<file path="config.mk">
export PLATFORM = sky130hd
export DESIGN_NAME = fetch_frontend_flat
export DESIGN_NICKNAME = d
export VERILOG_FILES = /design/src/common/frontend_pkg.sv /design/src/common/frontend_if.sv /design/src/design/fetch_frontend.sv /design/src/flat_wrapper.sv
export VERILOG_INCLUDE_DIRS = /design/src /design/src/common
export SDC_FILE = /design/constraint.sdc
export NUM_CORES = 1
export LEC_CHECK = 0
export BUFFER_PORTS_ARGS = -buffer_cell sky130_fd_sc_hd__buf_2
export CAP_MARGIN = 20
export CORE_ASPECT_RATIO = 0.9
export CORE_MARGIN = 5
export CORE_UTILIZATION = 30
export CTS_CLUSTER_SIZE = 30
export DETAILED_ROUTE_END_ITERATION = 16
export PLACE_DENSITY_LB_ADDON = 0.15
export SKIP_CTS_REPAIR_TIMING = 1
export SLEW_MARGIN = 5
export SYNTH_ARGS = -nofsm -noshare
export SYNTH_HDL_FRONTEND = slang
export SYNTH_SLANG_ARGS = --single-unit
</file>
<file path="constraint.sdc">
create_clock -name core_clk_in -period 7.9 [get_ports core_clk_in]
set_input_delay 1.185 -clock core_clk_in [delete_from_list [all_inputs] [get_ports core_clk_in]]
set_output_delay 1.185 -clock core_clk_in [all_outputs]
set_load 0.02 [all_outputs]
</file>
<file path="src/common/frontend_defines.svh">
// constants for the instruction fetch front end and its partner
// Overview of operation
// - reset loads boot location as next pc
// - fixed next-pc priority, debug highest, reset lowest
// - register jump uses valid target-buffer entry
// - conditional branch uses valid history-table prediction
// - return predicted from stack only once consumed
// - target-buffer and history-table predictions are flagged toward decode
// - reduced configuration disables every prediction
// - default next pc is word-aligned pc plus four
// - execute mispredict redirects fetch to correct target
// - full queue requests replay at given address
// - exception return jumps to presented saved pc
// - trap jumps to presented trap vector base
// - flush resumes at commit pc, clears queue, informs cache
// - debug overrides all redirects, fixed address, optional
// - request/response handshake to cache, word blocks
// - blocks realigned and queued; flush drops outstanding
// - up to two instructions extracted, one delivered per cycle
// - fetch exceptions travel with the fetched entry
// - entries offered to decode with valid and ready
// - controller flush clears fetch and pc state
// - queue holds four, full triggers replay
// - realigner state cleared on any redirect
`ifndef FRONTEND_DEFINES_SVH
`define FRONTEND_DEFINES_SVH
`define FE_QUEUE_DEPTH  3'h4
`define FE_PC_RESET     32'h0000_0000
`define FE_WORD_STEP    32'h0000_0004
`define FE_HALF_STEP    32'h0000_0002
`define FE_DEBUG_ADDR   32'h0000_0800
`define FE_OP_JALR      7'h67
`define FE_OP_BRANCH    7'h63
`define FE_REG_LINK     5'h01
`define FE_REG_ZERO     5'h00
`endif

</file>
<file path="src/common/frontend_pkg.sv">
// types shared by the fetch front end, its partner and their interface
package frontend_pkg;
  typedef logic [31:0] addr_type;
  typedef struct packed {
    logic [31:0] instr;
    addr_type    addr;
    logic        ex;
    logic        pred;
    logic        ret;
  } fetch_entry_type;
  typedef enum logic [2:0] {
    FS_BOOT = 3'b001,
    FS_IDLE = 3'b010,
    FS_WAIT = 3'b100
  } fetch_state_type;
endpackage

</file>
<file path="src/common/frontend_if.sv">
// link between the fetch front end and the cache/decode partner
`timescale 1ns/1ns
interface frontend_if;
  import frontend_pkg::*;
  logic            fetch_req;
  addr_type        fetch_addr;
  logic            fetch_kill;
  logic            fetch_gnt;
  logic            rsp_valid;
  addr_type        rsp_addr;
  logic [31:0]     rsp_data;
  logic            rsp_ex;
  logic            entry_valid;
  logic            entry_ready;
  fetch_entry_type entry;
  modport frontend (output fetch_req, fetch_addr, fetch_kill, entry_valid, entry,
                    input fetch_gnt, rsp_valid, rsp_addr, rsp_data, rsp_ex, entry_ready);
  modport partner  (input fetch_req, fetch_addr, fetch_kill, entry_valid, entry,
                    output fetch_gnt, rsp_valid, rsp_addr, rsp_data, rsp_ex, entry_ready);
endinterface

</file>
<file path="src/design/fetch_frontend.sv">
// pc generation and fetch stage: realigner, predecode, four-entry queue
`timescale 1ns/1ns
`include "frontend_defines.svh"
module fetch_frontend
(
  // clock and reset
  input  wire logic                 core_clk_in,
  input  wire logic                 nrst_in,
  // link to cache and decode
  frontend_if.frontend              link,
  // configuration
  input  wire logic                 reduced_cfg_in,
  input  wire frontend_pkg::addr_type boot_addr_in,
  // redirect sources
  input  wire logic                 mispredict_in,
  input  wire frontend_pkg::addr_type mispredict_pc_in,
  input  wire logic                 eret_in,
  input  wire frontend_pkg::addr_type epc_in,
  input  wire logic                 trap_event_in,
  input  wire frontend_pkg::addr_type trap_base_in,
  input  wire logic                 flush_in,
  input  wire logic                 flush_redirect_select_in,
  input  wire frontend_pkg::addr_type flush_resume_pc_in,
  input  wire logic                 debug_redirect_event_in,
  input  wire logic                 predictor_clear_request_in,
  // predictor lookups
  output frontend_pkg::addr_type    lookup_pc_out,
  output logic                      predictor_clear_out,
  input  wire logic                 btb_valid_in,
  input  wire frontend_pkg::addr_type btb_target_in,
  input  wire logic                 bht_valid_in,
  input  wire logic                 bht_taken_in,
  input  wire frontend_pkg::addr_type bht_target_in,
  input  wire logic                 ras_valid_in,
  input  wire frontend_pkg::addr_type ras_target_in
);
  import frontend_pkg::*;

  // predecode: {return, register jump, conditional branch}
  function automatic logic [2:0] scan_cf(input logic [31:0] i);
    logic cmp;
    logic jr;
    logic br;
    logic jl;
    cmp = (i[1:0] != 2'b11);
    br  = cmp ? (i[1:0] == 2'b01 && i[15:14] == 2'b11) : (i[6:0] == `FE_OP_BRANCH);
    jr  = (i[1:0] == 2'b10) && (i[15:13] == 3'b100) && (i[6:2] == 5'h00)
          && (i[11:7] != `FE_REG_ZERO);
    jl  = cmp ? jr : (i[6:0] == `FE_OP_JALR);
    scan_cf = {jl && (cmp ? (i[11:7] == `FE_REG_LINK && !i[12])
                          : (i[19:15] == `FE_REG_LINK && i[11:7] == `FE_REG_ZERO)),
               jl, br};
  endfunction

  fetch_state_type state;
  addr_type        pc;
  logic            rsp_start;
  logic            drop;
  logic            flush_pending;
  logic            have_half;
  logic [15:0]     saved_half;
  addr_type        saved_addr;
  logic [2:0]      count;
  logic [1:0]      wptr;
  logic [1:0]      rptr;
  fetch_entry_type q [0:3];
  logic            predictor_clear;

  // redirect decode; the debug jump does not exist in the reduced build
  wire debug_eff    = debug_redirect_event_in && !reduced_cfg_in;
  wire flush_sel    = flush_in && flush_redirect_select_in;
  wire redirect_ext = mispredict_in || eret_in || trap_event_in || flush_in || debug_eff;
  wire pop          = link.entry_valid && link.entry_ready;
  wire ras_take     = pop && link.entry.ret && ras_valid_in && !reduced_cfg_in;
  wire kill_path    = redirect_ext || ras_take;

  // request only from a settled pc; redirects land first, then fetch
  wire req     = (state == FS_IDLE) && !kill_path;
  wire grant   = req && link.fetch_gnt;
  wire accept  = (state == FS_WAIT) && link.rsp_valid && !drop && !kill_path;
  assign link.fetch_req  = req;
  assign link.fetch_addr = {pc[31:2], 2'b00};
  assign link.fetch_kill = flush_pending;

  // realigner: split one 32-bit block into up to two instructions
  wire [15:0] h0    = link.rsp_data[15:0];
  wire [15:0] h1    = link.rsp_data[31:16];
  wire        c0    = (h0[1:0] != 2'b11);
  wire        c1    = (h1[1:0] != 2'b11);
  wire        ex    = link.rsp_ex;
  wire        start = rsp_start && !have_half;
  wire        s1    = have_half || (!start && c0);
  wire        v0    = accept;
  wire        v1    = accept && !ex && s1 && c1;
  wire        save  = accept && !ex && (s1 || start) && !c1;
  wire        v0_ok = ex || have_half || !start || c1;
  wire [31:0] i0    = ex ? link.rsp_data : have_half ? {h0, saved_half}
                    : start ? {16'h0000, h1} : c0 ? {16'h0000, h0} : link.rsp_data;
  wire [31:0] i1    = {16'h0000, h1};
  addr_type   a0;
  addr_type   a1;
  assign a1 = link.rsp_addr + `FE_HALF_STEP;
  assign a0 = have_half ? saved_addr : start ? a1 : link.rsp_addr;

  // prediction on the first predicted-taken control-flow instruction of the block
  wire [2:0] cf0 = scan_cf(i0);
  wire [2:0] cf1 = scan_cf(i1);
  wire take0 = !reduced_cfg_in && !ex && ((cf0[1] && !cf0[2] && btb_valid_in)
               || (cf0[0] && bht_valid_in && bht_taken_in));
  wire take1 = !reduced_cfg_in && ((cf1[1] && !cf1[2] && btb_valid_in)
               || (cf1[0] && bht_valid_in && bht_taken_in));
  wire v0p   = v0 && v0_ok;
  wire pred0 = v0p && take0;
  wire v1p   = v1 && !pred0;
  wire pred1 = v1p && take1;
  addr_type pred_target;
  assign pred_target = ((pred0 ? cf0[1] : cf1[1]) && !(pred0 ? cf0[2] : cf1[2]))
                       ? btb_target_in : bht_target_in;
  assign lookup_pc_out = link.rsp_addr;
  assign predictor_clear_out = predictor_clear;

  // queue admission; what does not fit is fetched again
  wire fit0    = v0p && (count < `FE_QUEUE_DEPTH);
  wire fit1    = v1p && (v0p ? (count < `FE_QUEUE_DEPTH - 3'h1) : (count < `FE_QUEUE_DEPTH));
  wire replay  = (v0p && !fit0) || (v1p && !fit1);
  wire pred_ok = (pred0 && fit0) || (pred1 && fit1);
  addr_type replay_addr;
  assign replay_addr = (v0p && !fit0) ? a0 : a1;
  wire [1:0] wptr1  = wptr + {1'b0, fit0};
  wire [2:0] push_n = {2'b00, fit0} + {2'b00, fit1};
  wire realign_clr  = kill_path || replay || pred_ok;

  // next pc, lowest priority first
  addr_type n_boot;
  addr_type n_pred;
  addr_type n_seq;
  addr_type n_mis;
  addr_type n_rep;
  addr_type n_eret;
  addr_type n_trap;
  addr_type n_flush;
  addr_type next_pc;
  assign n_boot  = (state == FS_BOOT) ? boot_addr_in : pc;
  assign n_pred  = ras_take ? ras_target_in : pred_ok ? pred_target : n_boot;
  assign n_seq   = grant ? ({pc[31:2], 2'b00} + `FE_WORD_STEP) : n_pred;
  assign n_mis   = mispredict_in ? mispredict_pc_in : n_seq;
  assign n_rep   = replay ? replay_addr : n_mis;
  assign n_eret  = eret_in ? epc_in : n_rep;
  assign n_trap  = trap_event_in ? trap_base_in : n_eret;
  assign n_flush = flush_sel ? flush_resume_pc_in : n_trap;
  assign next_pc = debug_eff ? `FE_DEBUG_ADDR : n_flush;

  // decode side of the queue; head entry is held until taken
  assign link.entry_valid = (count != 3'h0);
  assign link.entry       = q[rptr];

  // pc, fetch state and flush forwarding
  always_ff @(posedge core_clk_in or negedge nrst_in)
  begin
    if (!nrst_in)
    begin
      state           <= FS_BOOT;
      pc              <= `FE_PC_RESET;
      rsp_start       <= 1'b0;
      drop            <= 1'b0;
      flush_pending   <= 1'b0;
      predictor_clear <= 1'b0;
    end
    else
    begin
      pc              <= next_pc;
      predictor_clear <= predictor_clear_request_in;
      flush_pending   <= flush_in || (flush_pending && !grant);
      if (grant)
        rsp_start <= pc[1];
      case (state)
        FS_BOOT: state <= FS_IDLE;
        FS_IDLE: if (grant) state <= FS_WAIT;
        FS_WAIT:
        begin
          // a redirect while waiting marks the answer as stale
          if (link.rsp_valid)
          begin
            state <= FS_IDLE;
            drop  <= 1'b0;
          end
          else if (kill_path)
            drop <= 1'b1;
        end
        default: state <= FS_IDLE;
      endcase
    end
  end

  // realigner partial-instruction state
  always_ff @(posedge core_clk_in or negedge nrst_in)
  begin
    if (!nrst_in)
    begin
      have_half  <= 1'b0;
      saved_half <= 16'h0000;
      saved_addr <= `FE_PC_RESET;
    end
    else if (realign_clr)
      have_half <= 1'b0;
    else if (accept)
    begin
      have_half  <= save;
      saved_half <= h1;
      saved_addr <= a1;
    end
  end

  // queue pointers; any redirect empties it, old-path entries must not reach decode
  always_ff @(posedge core_clk_in or negedge nrst_in)
  begin
    if (!nrst_in)
    begin
      count <= 3'h0;
      wptr  <= 2'h0;
      rptr  <= 2'h0;
    end
    else if (kill_path)
    begin
      count <= 3'h0;
      wptr  <= 2'h0;
      rptr  <= 2'h0;
    end
    else
    begin
      count <= count + push_n - {2'b00, pop};
      wptr  <= wptr + push_n[1:0];
      rptr  <= rptr + {1'b0, pop};
    end
  end

  // queue storage, one writer per entry
  genvar e;
  generate
    for (e = 0; e < 4; e = e + 1)
    begin : g_entry
      wire wr0 = fit0 && !kill_path && (wptr == 2'(e));
      wire wr1 = fit1 && !kill_path && (wptr1 == 2'(e));
      always_ff @(posedge core_clk_in or negedge nrst_in)
      begin
        if (!nrst_in)
          q[e] <= '0;
        else if (wr0)
          q[e] <= '{instr: i0, addr: a0, ex: ex, pred: pred0, ret: cf0[2]};
        else if (wr1)
          q[e] <= '{instr: i1, addr: a1, ex: 1'b0, pred: pred1, ret: cf1[2]};
      end
    end
  endgenerate
endmodule

</file>
<file path="src/flat_wrapper.sv">
// flat-port wrapper written by rule: the top's interface ports become plain ports
module fetch_frontend_flat import frontend_pkg::*;
  (core_clk_in, nrst_in, reduced_cfg_in, boot_addr_in, mispredict_in, mispredict_pc_in, eret_in, epc_in, trap_event_in, trap_base_in, flush_in, flush_redirect_select_in, flush_resume_pc_in, debug_redirect_event_in, predictor_clear_request_in, lookup_pc_out, predictor_clear_out, btb_valid_in, btb_target_in, bht_valid_in, bht_taken_in, bht_target_in, ras_valid_in, ras_target_in, link_fetch_req, link_fetch_addr, link_fetch_kill, link_entry_valid, link_entry, link_fetch_gnt, link_rsp_valid, link_rsp_addr, link_rsp_data, link_rsp_ex, link_entry_ready);
  frontend_if link_i ();
  input  wire logic core_clk_in;
  input  wire logic nrst_in;
  input  wire logic reduced_cfg_in;
  input  wire frontend_pkg::addr_type boot_addr_in;
  input  wire logic mispredict_in;
  input  wire frontend_pkg::addr_type mispredict_pc_in;
  input  wire logic eret_in;
  input  wire frontend_pkg::addr_type epc_in;
  input  wire logic trap_event_in;
  input  wire frontend_pkg::addr_type trap_base_in;
  input  wire logic flush_in;
  input  wire logic flush_redirect_select_in;
  input  wire frontend_pkg::addr_type flush_resume_pc_in;
  input  wire logic debug_redirect_event_in;
  input  wire logic predictor_clear_request_in;
  output frontend_pkg::addr_type lookup_pc_out;
  output logic predictor_clear_out;
  input  wire logic btb_valid_in;
  input  wire frontend_pkg::addr_type btb_target_in;
  input  wire logic bht_valid_in;
  input  wire logic bht_taken_in;
  input  wire frontend_pkg::addr_type bht_target_in;
  input  wire logic ras_valid_in;
  input  wire frontend_pkg::addr_type ras_target_in;
  output wire logic [$bits(link_i.fetch_req)-1:0] link_fetch_req;
  output wire logic [$bits(link_i.fetch_addr)-1:0] link_fetch_addr;
  output wire logic [$bits(link_i.fetch_kill)-1:0] link_fetch_kill;
  output wire logic [$bits(link_i.entry_valid)-1:0] link_entry_valid;
  output wire logic [$bits(link_i.entry)-1:0] link_entry;
  input wire logic [$bits(link_i.fetch_gnt)-1:0] link_fetch_gnt;
  input wire logic [$bits(link_i.rsp_valid)-1:0] link_rsp_valid;
  input wire logic [$bits(link_i.rsp_addr)-1:0] link_rsp_addr;
  input wire logic [$bits(link_i.rsp_data)-1:0] link_rsp_data;
  input wire logic [$bits(link_i.rsp_ex)-1:0] link_rsp_ex;
  input wire logic [$bits(link_i.entry_ready)-1:0] link_entry_ready;
  assign link_fetch_req = link_i.fetch_req;
  assign link_fetch_addr = link_i.fetch_addr;
  assign link_fetch_kill = link_i.fetch_kill;
  assign link_entry_valid = link_i.entry_valid;
  assign link_entry = link_i.entry;
  assign link_i.fetch_gnt = link_fetch_gnt;
  assign link_i.rsp_valid = link_rsp_valid;
  assign link_i.rsp_addr = link_rsp_addr;
  assign link_i.rsp_data = link_rsp_data;
  assign link_i.rsp_ex = link_rsp_ex;
  assign link_i.entry_ready = link_entry_ready;
  fetch_frontend u_core (.core_clk_in(core_clk_in), .nrst_in(nrst_in), .link(link_i), .reduced_cfg_in(reduced_cfg_in), .boot_addr_in(boot_addr_in), .mispredict_in(mispredict_in), .mispredict_pc_in(mispredict_pc_in), .eret_in(eret_in), .epc_in(epc_in), .trap_event_in(trap_event_in), .trap_base_in(trap_base_in), .flush_in(flush_in), .flush_redirect_select_in(flush_redirect_select_in), .flush_resume_pc_in(flush_resume_pc_in), .debug_redirect_event_in(debug_redirect_event_in), .predictor_clear_request_in(predictor_clear_request_in), .lookup_pc_out(lookup_pc_out), .predictor_clear_out(predictor_clear_out), .btb_valid_in(btb_valid_in), .btb_target_in(btb_target_in), .bht_valid_in(bht_valid_in), .bht_taken_in(bht_taken_in), .bht_target_in(bht_target_in), .ras_valid_in(ras_valid_in), .ras_target_in(ras_target_in));
endmodule
</file>
### Word-level counts from Yosys, hierarchy flattened

Cells that the tools add are included.

* bits in registers: 363
* input port bits: 338
* word-level logic and storage cells: 239
* output and inout bits: 135

* magnitude comparators: 3
* muxes and demuxes: 48
* add/subtract/negate cells: 8
* bitwise logic cells: 2
* equality and inequality tests: 29
* reductions and logical operators: 117

Operators by type and width (number)
* $mux 67: 10
* $mux 32: 18
* $bmux 67 s2: 1
* $logic_and 1x1->1: 65
* $add 32x2->32 const B: 1
* $add 32x3->32 const B: 1
* $eq 7x7->1 const B: 4
* $logic_not 5->1: 4
* $logic_or 1x1->1: 17
* $eq 2x2->1 const B: 8
* $logic_not 1->1: 16
* $eq 5x1->1 const B: 3
* $mux 1: 13
* $reduce_bool 2->1: 6
* $reduce_bool 10->1: 1
* $reduce_bool 5->1: 2
* $eq 3x3->1 const B: 3
* $mux 3: 3
* $eq 2x1->1 const B: 4
* $ne 2x2->1 const B: 4
* $pmux 3 s2: 1
* $reduce_and 2->1: 3
* $add 2x1->2: 2
* $logic_not 2->1: 2
* 14 further kinds: 15

### Depth between registers and ports, before layout

Gate-level depths: netlist of the first run.

* depth in word-level cells: 31
* mapped depth: 20

### Worst setup path after synthesis of the first run

OpenSTA, ideal clock, no wires.

* kind: input port to flip-flop
* from: input port link_rsp_ex
* to: register u_core.count[2]
* slack: 3111 ps
* path buffers: 3
* stages: 17
* data arrival time: 4665 ps
* required time: 7776 ps
* cells stage by stage: buf_2 nand2b_1 clkbuf_1 nor2_1 a211o_1 or4_1 o31ai_2 o2111ai_2 a21oi_2 buf_2 nor2_1 ha_1 ha_1 fa_1 xnor2_1 xnor2_1 nor2_1

* cells in the longest elaborated chain, start to end: 20
* elaborated cells on any way between the ends: 50
* classes of those cells: add/sub (3); eq/ne (9); mux (6); reduce/logical (32)

Ends and longest elaborated chain
* from (decl): RTL line flat_wrapper.sv:38 `input wire logic [$bits(link_i.rsp_ex)-1:0] link_rsp_ex;`
* $mux 32: RTL line fetch_frontend.sv:97 `wire [31:0] i0 = ex ? link.rsp_data : have_half ? {h0, saved_half}`
* $eq 3x3->1 or $eq 2x2->1 (tied branches): RTL line fetch_frontend.sv:47 `jr = (i[1:0] == 2'b10) && (i[15:13] == 3'b100) && (i[6:2] == 5'h00)`
* $logic_and 1x1->1 (3 in a row): RTL line fetch_frontend.sv:47
* $mux 1: RTL line fetch_frontend.sv:49 `` jl = cmp ? jr : (i[6:0] == `FE_OP_JALR); ``
* $logic_and 1x1->1: RTL line fetch_frontend.sv:50 `` scan_cf = {jl && (cmp ? (i[11:7] == `FE_REG_LINK && !i[12]) ``
* $logic_not 1->1: RTL line fetch_frontend.sv:108 `wire take0 = !reduced_cfg_in && !ex && ((cf0[1] && !cf0[2] && btb_valid_in)`
* $logic_and 1x1->1 (2 in a row): RTL line fetch_frontend.sv:108
* $logic_or 1x1->1: RTL line fetch_frontend.sv:109 `|| (cf0[0] && bht_valid_in && bht_taken_in));`
* $logic_and 1x1->1: RTL line fetch_frontend.sv:108
* $logic_and 1x1->1: RTL line fetch_frontend.sv:113 `wire pred0 = v0p && take0;`
* $logic_not 1->1: RTL line fetch_frontend.sv:114 `wire v1p = v1 && !pred0;`
* $logic_and 1x1->1: RTL line fetch_frontend.sv:114
* $logic_and 1x1->1: RTL line fetch_frontend.sv:124 `` wire fit1 = v1p && (v0p ? (count < `FE_QUEUE_DEPTH - 3'h1) : (count < `FE_QUEUE_DEPTH)); ``
* $add 1x1->2 *: RTL line fetch_frontend.sv:130 `wire [2:0] push_n = {2'b00, fit0} + {2'b00, fit1};`
* $add 3x3->3 *: RTL line fetch_frontend.sv:231 `count <= count + push_n - {2'b00, pop};`
* $sub 3x1->3 *: RTL line fetch_frontend.sv:231
* $mux 3 *: RTL line fetch_frontend.sv:223 `else if (kill_path)`
* to (signal assigned): RTL line fetch_frontend.sv:231
* to (decl): RTL line fetch_frontend.sv:63 `logic [2:0] count;`

Mark *: on every way between the ends. The rest lies on a longest branch, timed or not.
A chain may end at the register's enable or synchronous reset.

### Worst setup path after layout of the first run

* from: input port link_rsp_ex
* to: register u_core.pc[18]

* cells in the longest elaborated chain, start to end: 27
* elaborated cells on any way between the ends: 71
* classes of those cells: eq/ne (9); mux (18); reduce/logical (44)

Ends and longest elaborated chain
* $mux 32: RTL line fetch_frontend.sv:97
* $eq 3x3->1 or $eq 2x2->1 (tied branches): RTL line fetch_frontend.sv:47
* $logic_and 1x1->1 (3 in a row): RTL line fetch_frontend.sv:47
* $mux 1: RTL line fetch_frontend.sv:49
* $logic_and 1x1->1: RTL line fetch_frontend.sv:50
* $logic_not 1->1: RTL line fetch_frontend.sv:108
* $logic_and 1x1->1 (2 in a row): RTL line fetch_frontend.sv:108
* $logic_or 1x1->1: RTL line fetch_frontend.sv:109
* [7 not listed]
* $mux 32 (2 in a row): RTL line fetch_frontend.sv:144 `assign n_pred = ras_take ? ras_target_in : pred_ok ? pred_target : n_boot;`
* $mux 32: RTL line fetch_frontend.sv:145 `` assign n_seq = grant ? ({pc[31:2], 2'b00} + `FE_WORD_STEP) : n_pred; ``
* $mux 32: RTL line fetch_frontend.sv:146 `assign n_mis = mispredict_in ? mispredict_pc_in : n_seq;`
* $mux 32: RTL line fetch_frontend.sv:147 `assign n_rep = replay ? replay_addr : n_mis;`
* $mux 32: RTL line fetch_frontend.sv:148 `assign n_eret = eret_in ? epc_in : n_rep;`
* $mux 32: RTL line fetch_frontend.sv:149 `assign n_trap = trap_event_in ? trap_base_in : n_eret;`
* $mux 32: RTL line fetch_frontend.sv:150 `assign n_flush = flush_sel ? flush_resume_pc_in : n_trap;`
* $mux 32: RTL line fetch_frontend.sv:151 `` assign next_pc = debug_eff ? `FE_DEBUG_ADDR : n_flush; ``
* to (signal assigned): RTL line fetch_frontend.sv:163 `` pc <= `FE_PC_RESET; ``
* to (signal assigned): RTL line fetch_frontend.sv:171 `pc <= next_pc;`
* to (decl): RTL line fetch_frontend.sv:56 `addr_type pc;`

Parallel ways exist; a longest one is shown, timed or not.

==> reports/summary.txt, run 1 <==
Critical Path Start -> link_rsp_ex
Levels on crit path -> 13
Final period utilization -> 77.7%
Cell with the most instances after synthesis -> nand2_1
Final GP Congestion -> 1.00
Post-synthesis sequential area ratio -> 39.4%
R2R Setup Slk -> 1920 ps
R2R cell count -> 13
Die X -> 302 um
Synth top cells by count -> nand2_1, dfrtp_1, o21ai_0, clkbuf_1, nor2_1
FF/Latch Area -> 9070 um2
# IOs -> 473
Die area -> 82,400 um2
Core Region -> 76,200 um2
Starting Density -> 30.2%
GRT Util Overall -> 24.3%
Yosys top cell area share -> 39.3%
Worst slew margin -> 20.4%
Layout net count -> 3,229
Delay-heaviest family, CP -> compound AO/OA/AOI/OAI gates
FMAX -> 163 MHz
Routed len/inst -> 26.4 um
Worst-path clk slew -> 60 ps
Share of layout cells above drive strength 1 -> 25.8%
Critical Path AT -> 6590 ps
Highest routed layer -> met5
Ys Warns -> 0
Worst setup EP type -> register
CP cell instances -> buf_2 -> inv_1 -> a31o_2 -> a221oi_2 -> nand4_1 -> o31ai_2 -> o211ai_1 -> o21bai_2 -> buf_4 -> nor2_1 -> a221oi_1 -> a221o_1 -> a31oi_1
Hold WC Path Type -> register to register
Worst VDD drop -> 0.115 mV
WL met2 -> 50,100 um
Worst-path fanout max -> 28
Cells after synthesis -> 2,611
Worst-case clock buffer depth -> 3
Crit-path slowest cell -> o21bai_2
Filler Cell Count -> 8,007
RSZ-0062 raised after global routing -> false
Worst path max stage delay -> 740 ps
Htree depth -> 2
Final total power -> 4700 uW
Setup crit end -> u_core.pc[18]$_DFFE_PN0P_
LEAKAGE -> 0.0118 uW
WS Path Type -> input pin to register
Top post-synthesis cells by area -> dfrtp_1, o21ai_0, mux4_2
Largest net degree at the start of global routing -> 140
Drt pass-1 iters -> 5
WL met3 -> 6970 um
Fin Setup TNS -> 0 ps
Initial DRC Count -> 2,222
Synth async-reset ratio -> 100%
Number of global-route vias before repair -> 21,600
Synthesis-to-finish area growth -> 18.8%
Total routed wirelength -> 105,000 um
Clk sink count -> 362
CTS buffer count -> 44
Hold Fails Final Rpt -> 0
EDFF count, synth -> 0
Crit start category -> input pin
Die H -> 273 um
HPWL after DPL -> 75,200 um
Final worst path period need -> 6140 ps
Port bufs -> 462
Mean area per synthesized cell -> 8.81 um2
Initial antenna violation count -> 10
Worst Path Required -> 8360 ps
Mapped Area -> 23,000 um2
Vias per cell -> 5.63
Hold Startpoint -> u_core.saved_addr[17]$_DFFE_PN0P_
FF-to-FF Start -> u_core.have_half$_DFFE_PN0P_
Antenna Nets Post-Route -> 0
Final Skew -> 25.4 ps
Worst-Margin Slew -> 1180 ps
CTS tree -> yes
Via Count -> 22,300
Multi-input logic area -> 12,500 um2
Endpoints failing setup -> 0
Row Count -> 96
Seq cells post-synth -> 362
WP buf/inv -> 3
Slew Limit Fails -> 0
Pwr dens -> 172 nW/um2
DRC Markers -> 0
End of the worst register-to-register path -> u_core.pc[18]$_DFFE_PN0P_
Root Driver -> clkbuf_16
First-pass GRT wire length -> 151,000 um
Synth area leader -> dfrtp_1
Number of max-cap violations -> 0
Post-synthesis cell type count -> 90
Status -> completed
Ys flop type -> dfrtp_1
Latest clock arrival within the worst-skew pair -> 590 ps
M1 WL -> 45,400 um
Total grt overflow -> 0
## flip-flops by register name, summed over array words and instances (netlist names)
name and flops:
u_core.wptr 2, u_core.predictor_clear_out 1, u_core.rptr 2, u_core.have_half 1, u_core.saved_addr 32, u_core.saved_half 16, u_core.state 3, u_core.link.fetch_kill 1
u_core.q 268, u_core.drop 1, u_core.pc 31, u_core.rsp_start 1, u_core.count 3
## worst min-delay path, delay by kind of cell, from the launching register on
| family | cells | cell delay [ps] |
|---|---|---|
| AOI/OAI and AO/OA | 1 | 60 |
| DFF | 1 | 340 |
| and+or+nand+nor | 1 | 40 |
## report_power, final
group          switching (uW)  internal (uW)
sequential               42.1           1880
combinational             394            196
clock                     879           1320
total                    1310           3390
## how the worst min path moves through the flow
stage / end / slack (ps) / cells after the start
after floorplan: u_core.rsp_start$_DFFE_PN0P_ / 440 / 2
after global placement: u_core.rsp_start$_DFFE_PN0P_ / 460 / 2
after detailed placement: u_core.link.fetch_kill$_DFF_PN0_ / 470 / 1
after CTS: u_core.saved_addr[16]$_DFFE_PN0P_ / 480 / 2
after global routing: u_core.saved_addr[19]$_DFFE_PN0P_ / 510 / 2
final: u_core.saved_addr[17]$_DFFE_PN0P_ / 480 / 2
## per-layer routing
metal / vias to the layer above / track usage [%]
met2: 816 / 39.7
met5: - / 0
li1: 10000 / -
met4: 2 / 5.30
met3: 108 / 3.92
met1: 11300 / 34.1
## cell families (layout without fill, tap and decap cells)
kind of cell / Yosys count / count (layout) / share of synthesized area, %
buffers and inverters: 322 / 625 / 6.61
XOR/XNOR: 92 / 92 / 3.50
multiplexers: 159 / 159 / 10.8
adder cells (fa/ha/maj): 10 / 10 / 0.576
other: 1 / 14 / 0.0163
AO/OA/AOI/OAI: 803 / 803 / 21.7
flip-flops: 362 / 362 / 39.4
AND/OR/NAND/NOR: 862 / 862 / 17.4
## area by class of cell
type                       instances  area share (%)
tap                             1029            4.71
clock buffer                      66            4.81
timing repair buffer             519            10.3
antenna                           11           0.101
inverter                          25           0.343
sequential                       362            33.2
clock inverter                    15           0.801
multi-input combinational       1929            45.8
## through the flow
stage          hold slack (ps)  worst slack (ps)  std cells  instance area (um2)  utilization, %
6_report                   479              1760       3956                27300            35.9
5_1_grt                    505              1500       3953                27300            35.9
4_1_cts                    483              1910       3944                27300            35.8
3_3_place_gp               461              1290       3862                25700            33.8
2_1_floorplan              439              3110       2613                23000               -
3_5_place_dp               468              1280       3863                25800            33.8
## placed cells by master, fill, tap and decap left out, types with 34 or more instances in the layout
| cell | synthesis | layout |
|---|---|---|
| mux4_2 | 67 | 67 |
| mux2_2 | 42 | 42 |
| and3_1 | 45 | 45 |
| xnor2_1 | 43 | 43 |
| buf_2 | 43 | 461 |
| nand2_1 | 393 | 392 |
| mux2i_1 | 50 | 50 |
| nand3_1 | 93 | 91 |
| xor2_1 | 49 | 49 |
| o22ai_1 | 38 | 38 |
| a31oi_1 | 34 | 34 |
| dfrtp_1 | 361 | 357 |
| o21ai_0 | 308 | 307 |
| nor2_1 | 164 | 163 |
| o211ai_1 | 89 | 89 |
| a21oi_1 | 130 | 130 |
| buf_4 | 69 | 53 |
| clkbuf_16 | 0 | 45 |
Note: power is estimated with default switching activity, not from simulation.
==> inputs of run 2 (changes only) <==
- clock period: 7.9 -> 5.9 ns (I/O delays scaled with it)
==> run 2 against run 1 <==
Net effect:
- clock skew shrank 5.2 ps
- non-clock buffer count increased by 23
- worst hold slack lost 120 ps
- critical path depth is the same
- setup slack worse by 560 ps
- total power rose by 34%
- critical path type is now register to register
- largest power group unchanged
==> reports/summary.txt, run 2 (synthesis gave the netlist of run 1 again) <==
Worst-case clock buffer depth -> 3
Post-route cell area -> 27,600 um2
Vias per cell -> 5.60
FMAX -> 213 MHz
Worst Path Required -> 6360 ps
CP cell instances -> buf_4 -> nor2_1 -> o21ai_0 -> and2_0 -> nand3_1 -> o31ai_2 -> o211ai_1 -> o21ai_4 -> buf_12 -> mux2_2 -> o21ai_0 -> o31ai_1 -> a221o_1
Core Region -> 76,200 um2
Fin Setup TNS -> 0 ps
Drt pass-1 iters -> 5
Layout net count -> 3,253
Biggest register -> u_core.q
Share of layout cells above drive strength 1 -> 26.5%
DRC Markers -> 0
Final period utilization -> 79.7%
Die area -> 82,400 um2
First-pass GRT wire length -> 152,000 um
CTS buffer count -> 45
Critical Path AT -> 5160 ps
Initial DRC Count -> 2,068
Synthesis-to-finish area growth -> 20.1%
Worst slew margin -> 26.3%
Worst setup EP type -> register
Crit-path slowest cell -> o21ai_4
Dpl cell area -> 26,000 um2
Final GP Congestion -> 0.954
LEAKAGE -> 0.0120 uW
Die H -> 273 um
Commonest non-fill, non-tap cell in the layout -> buf_2
Slew Limit Fails -> 0
Total routed wirelength -> 105,000 um
Total grt overflow -> 0
HPWL after DPL -> 76,300 um
Status -> completed
Endpoints failing setup -> 0
Worst VDD drop -> 0.157 mV
Number of global-route vias before repair -> 21,900
Latest clock arrival within the worst-skew pair -> 580 ps
CTS tree -> yes
# IOs -> 473
Port bufs -> 462
Antenna Nets Post-Route -> 0
RSZ-0062 raised after global routing -> false
Commonest cells after routing, fill and taps aside -> buf_2, nand2_1, dfrtp_1, o21ai_0, nor2_1
Via Count -> 22,300
Most common cell on crit path -> o21ai_0
Clk sink count -> 362
Row Count -> 96
Htree depth -> 2
Top flop regs -> u_core.q x268, u_core.saved_addr x32, u_core.pc x31
Worst-Margin Slew -> 1100 ps
Final worst path period need -> 4700 ps
Root Driver -> clkbuf_16
WS Path Type -> register to register
GRT Util Overall -> 24.5%
Final Skew -> 20.2 ps
Initial antenna violation count -> 13
Starting Density -> 30.2%
Die X -> 302 um
Routed len/inst -> 26.4 um
Worst-path fanout max -> 43
Number of max-cap violations -> 0
Worst-path clk slew -> 60 ps
Largest net degree at the start of global routing -> 125
Max reg flops -> 268
Worst path max stage delay -> 580 ps
Hold WC Path Type -> input pin to asynchronous set/reset pin
Crit start category -> register
Hold Fails Final Rpt -> 0
Pwr dens -> 229 nW/um2
-- run 2: cell count changes in the layout (fill, tap and decap cells not counted), moves of 3 or more --
cell / change
buf_4: +14
clkinv_2: +6
clkbuf_1: -3
buf_12: +10
-- run 2: worst max-delay path: cells and delay by family, from the launching register on --
family,cells,cell delay (ps)
compound gates,7,2190
buf+inv,2,710
flops,1,360
mux,1,340
simple gates,3,950
-- run 2: worst paths after layout --
| path | from | cells past startpoint | endpoint | slack (ps) |
|---|---|---|---|---|
| setup / recovery | u_core.rsp_start$_DFFE_PN0P_ | 13 | u_core.pc[20]$_DFFE_PN0P_ | 1200 |
| hold / removal | nrst_in | 1 | u_core.q[245]$_DFFE_PN0P_ | 360 |
| setup reg to reg | u_core.rsp_start$_DFFE_PN0P_ | 13 | u_core.pc[20]$_DFFE_PN0P_ | 1200 |
| hold reg to reg | u_core.saved_addr[14]$_DFFE_PN0P_ | 2 | u_core.saved_addr[14]$_DFFE_PN0P_ | 480 |
| max in group asynchronous | nrst_in | 2 | u_core.q[139]$_DFFE_PN0P_ | 4160 |
| min in group core_clk_in | predictor_clear_request_in | 1 | u_core.predictor_clear_out$_DFF_PN0_ | 410 |
-- run 2: per-stage QoR --
step	instances	total power (uW)	utilization, %	hold slack [ps]	worst slack [ps]
floorplan	2613	3000	-	439	1410
global placement	3886	3400	34.2	462	857
detailed placement	3887	3400	34.2	463	824
CTS	3970	6390	36.3	385	1240
global route	3981	6540	36.3	391	979
finish	3981	6320	36.3	359	1200
-- run 2: final cells by class --
class | count | area [um2]
clock buffers | 63 | 1330
multi-input cells | 1929 | 12500
repair buffers | 542 | 3090
fillers | 7932 | 48500
diodes | 11 | 27.5
flip-flops and latches | 362 | 9070
clock inverters | 20 | 241
inverters | 25 | 93.8
well taps | 1029 | 1290
-- run 2: report_power, final --
part / internal [uW] / total, uW / switching (uW)
Sequential: 2510 / 2560 / 50.3
Clock: 1790 / 2960 / 1170
Combinational: 269 / 802 / 534
Total: 4570 / 6320 / 1750
-- run 2: per-layer routing --
layer / routed length, um / up-vias / share of wire (%) / global-route usage (%)
li1: - / 10000 / - / -
met1: 45700 / 11300 / 43 / 34.0
met2: 50600 / 872 / 48 / 40.6
met3: 6510 / 122 / 6.2 / 3.59
met5: 51 / - / 0.048 / 0
met4: 2390 / 6 / 2.3 / 5.94
==> inputs of run 3 (changes only) <==
- clock period: 5.9 -> 3.9 ns (I/O delays scaled with it)
==> run 3 against run 2 <==
Net effect:
- sequential cell count unchanged
- wire length increased by 6.1%
- global-route usage increased by 1.1 points
- setup slack got worse by 1200 ps
- clock-buffer cell count decreased by 2
- register-to-register slack got worse by 1200 ps
- clock skew increased by 9.5 ps
- critical path depth increased by 7
- cell area increased by 9.8%
- utilization increased by 3.6 points
- maximum frequency increased by 21%
- via count increased by 6.0%
- critical endpoint is now u_core.pc[14]$_DFFE_PN0P_
- largest cell class unchanged
- largest power group unchanged
==> reports/summary.txt, run 3 (synthesis gave the netlist of run 1 again) <==
First-pass GRT wire length -> 159,000 um
Critical Path AT -> 4340 ps
Layout net count -> 3,509
CTS tree -> yes
Filler Cell Count -> 7,767
Final Skew -> 29.7 ps
Vias per cell -> 5.58
Hold WC Path Type -> input pin to asynchronous set/reset pin
FF/Latch Area -> 9070 um2
WS Path Type -> register to register
Fin Hold WS -> 0.946 ps
Port bufs -> 462
Core Region -> 76,200 um2
Number of global-route vias before repair -> 22,800
Dpl cell area -> 28,100 um2
Max reg flops -> 268
Die H -> 273 um
Die X -> 302 um
Largest net degree at the start of global routing -> 93
Htree depth -> 2
Via Count -> 23,600
Commonest non-fill, non-tap cell in the layout -> buf_2
Total routed wirelength -> 112,000 um
RSZ-0062 raised after global routing -> true
Crit start category -> register
Final Non-Filler Cells -> 4,238
Top flop regs -> u_core.q x268, u_core.saved_addr x32, u_core.pc x31
Worst setup margin -> 14.0 ps
Worst VDD drop -> 0.273 mV
Initial DRC Count -> 2,261
Synthesis-to-finish area growth -> 31.9%
Status -> completed
Biggest register -> u_core.q
Row Count -> 96
Latest clock arrival within the worst-skew pair -> 590 ps
GRT Util Overall -> 25.6%
Number of max-cap violations -> 0
Post-route cell area -> 30,300 um2
# IOs -> 473
Post-place setup slack -> -609 ps
Routed len/inst -> 26.3 um
Starting Density -> 30.2%
Root Driver -> clkbuf_16
HPWL after DPL -> 82,100 um
Commonest cells after routing, fill and taps aside -> buf_2, nand2_1, dfrtp_1, o21ai_0, buf_4
Final period utilization -> 99.6%
Drt pass-1 iters -> 6
Die area -> 82,400 um2
Initial antenna violation count -> 19
Final GP Congestion -> 0.994
End-of-flow core utilization -> 39.8%
Endpoints failing setup -> 0
Clk sink count -> 362
Worst Path Required -> 4350 ps
Worst-Margin Slew -> 1090 ps
CTS buffer count -> 44
Antenna Nets Post-Route -> 0
Share of layout cells above drive strength 1 -> 34.0%
Post-Place Cells -> 4,124
Multi-input logic area -> 13,000 um2
Worst-case clock buffer depth -> 3
DRC Markers -> 0
Pwr dens -> 319 nW/um2
Worst slew margin -> 26.8%
FMAX -> 257 MHz
Worst-path clk slew -> 60 ps
Final worst path period need -> 3890 ps
Slew Limit Fails -> 0
Worst setup EP type -> register
Total grt overflow -> 0
LEAKAGE -> 0.0135 uW
Worst-path fanout max -> 7
Hold Fails Final Rpt -> 0
==> run 3: path summary, 6_finish.rpt <==
| check | from | slack [ps] | cells past startpoint | to |
|---|---|---|---|---|
| min in group core_clk_in | predictor_clear_request_in | 100 | 1 | u_core.predictor_clear_out$_DFF_PN0_ |
| worst min register to register | u_core.link.fetch_kill$_DFF_PN0_ | 480 | 1 | u_core.link.fetch_kill$_DFF_PN0_ |
| max in group asynchronous | nrst_in | 2750 | 2 | u_core.rsp_start$_DFFE_PN0P_ |
| worst max register to register | u_core.have_half$_DFFE_PN0P_ | 10 | 20 | u_core.pc[14]$_DFFE_PN0P_ |
| worst min-delay path | nrst_in | 0.9 | 1 | u_core.q[45]$_DFFE_PN0P_ |
| worst max-delay path | u_core.have_half$_DFFE_PN0P_ | 10 | 20 | u_core.pc[14]$_DFFE_PN0P_ |
==> run 3: layer usage <==
metal / vias to the layer above / share of wire, % / global-route usage, % / wire length (um)
li1: 10600 / - / - / -
met3: 146 / 6.9 / 3.06 / 7730
met2: 1051 / 46 / 41.2 / 51900
met5: - / 0.028 / 0 / 31
met4: 4 / 2.7 / 6.13 / 3060
met1: 11800 / 44 / 36.9 / 48900
==> run 3: where the power goes <==
group / total (uW) / internal (uW) / switching, uW
clock network: 4320 / 2550 / 1770
logic: 1470 / 580 / 889
registers: 3880 / 3800 / 85.3
total: 9680 / 6930 / 2750
==> run 3: area by class of cell <==
class                      instances  share of cell area [%]
clock buffer                      61                    4.21
timing repair buffer             799                    17.8
sequential                       362                    29.9
tap                             1029                    4.24
antenna                           16                   0.132
multi-input combinational       1929                    42.7
inverter                          25                   0.309
clock inverter                    17                   0.672
==> run 3: metrics by stage <==
step | power, uW | setup TNS (ps)
after detailed placement | 5320 | -55240
final | 9680 | 0
after global placement | 5320 | -42500
after floorplan | 4550 | -161
after CTS | 9670 | -49450
after global routing | 10000 | -529
==> run 3: critical path, stage by stage, from the launching register on <==
cell and delay [ps]:
dfrtp_2 520, buf_6 170, nor2b_2 160, buf_6 140, a32oi_1 180, and2_4 200, buf_4 120, nand3_1 110
o31ai_4 250, buf_6 140, o211ai_1 70, buf_4 170, o21ai_4 170, buf_12 130, buf_12 130, buf_4 130
buf_4 160, mux2_2 370, o221ai_2 180, a31o_2 180, o21ai_0 80
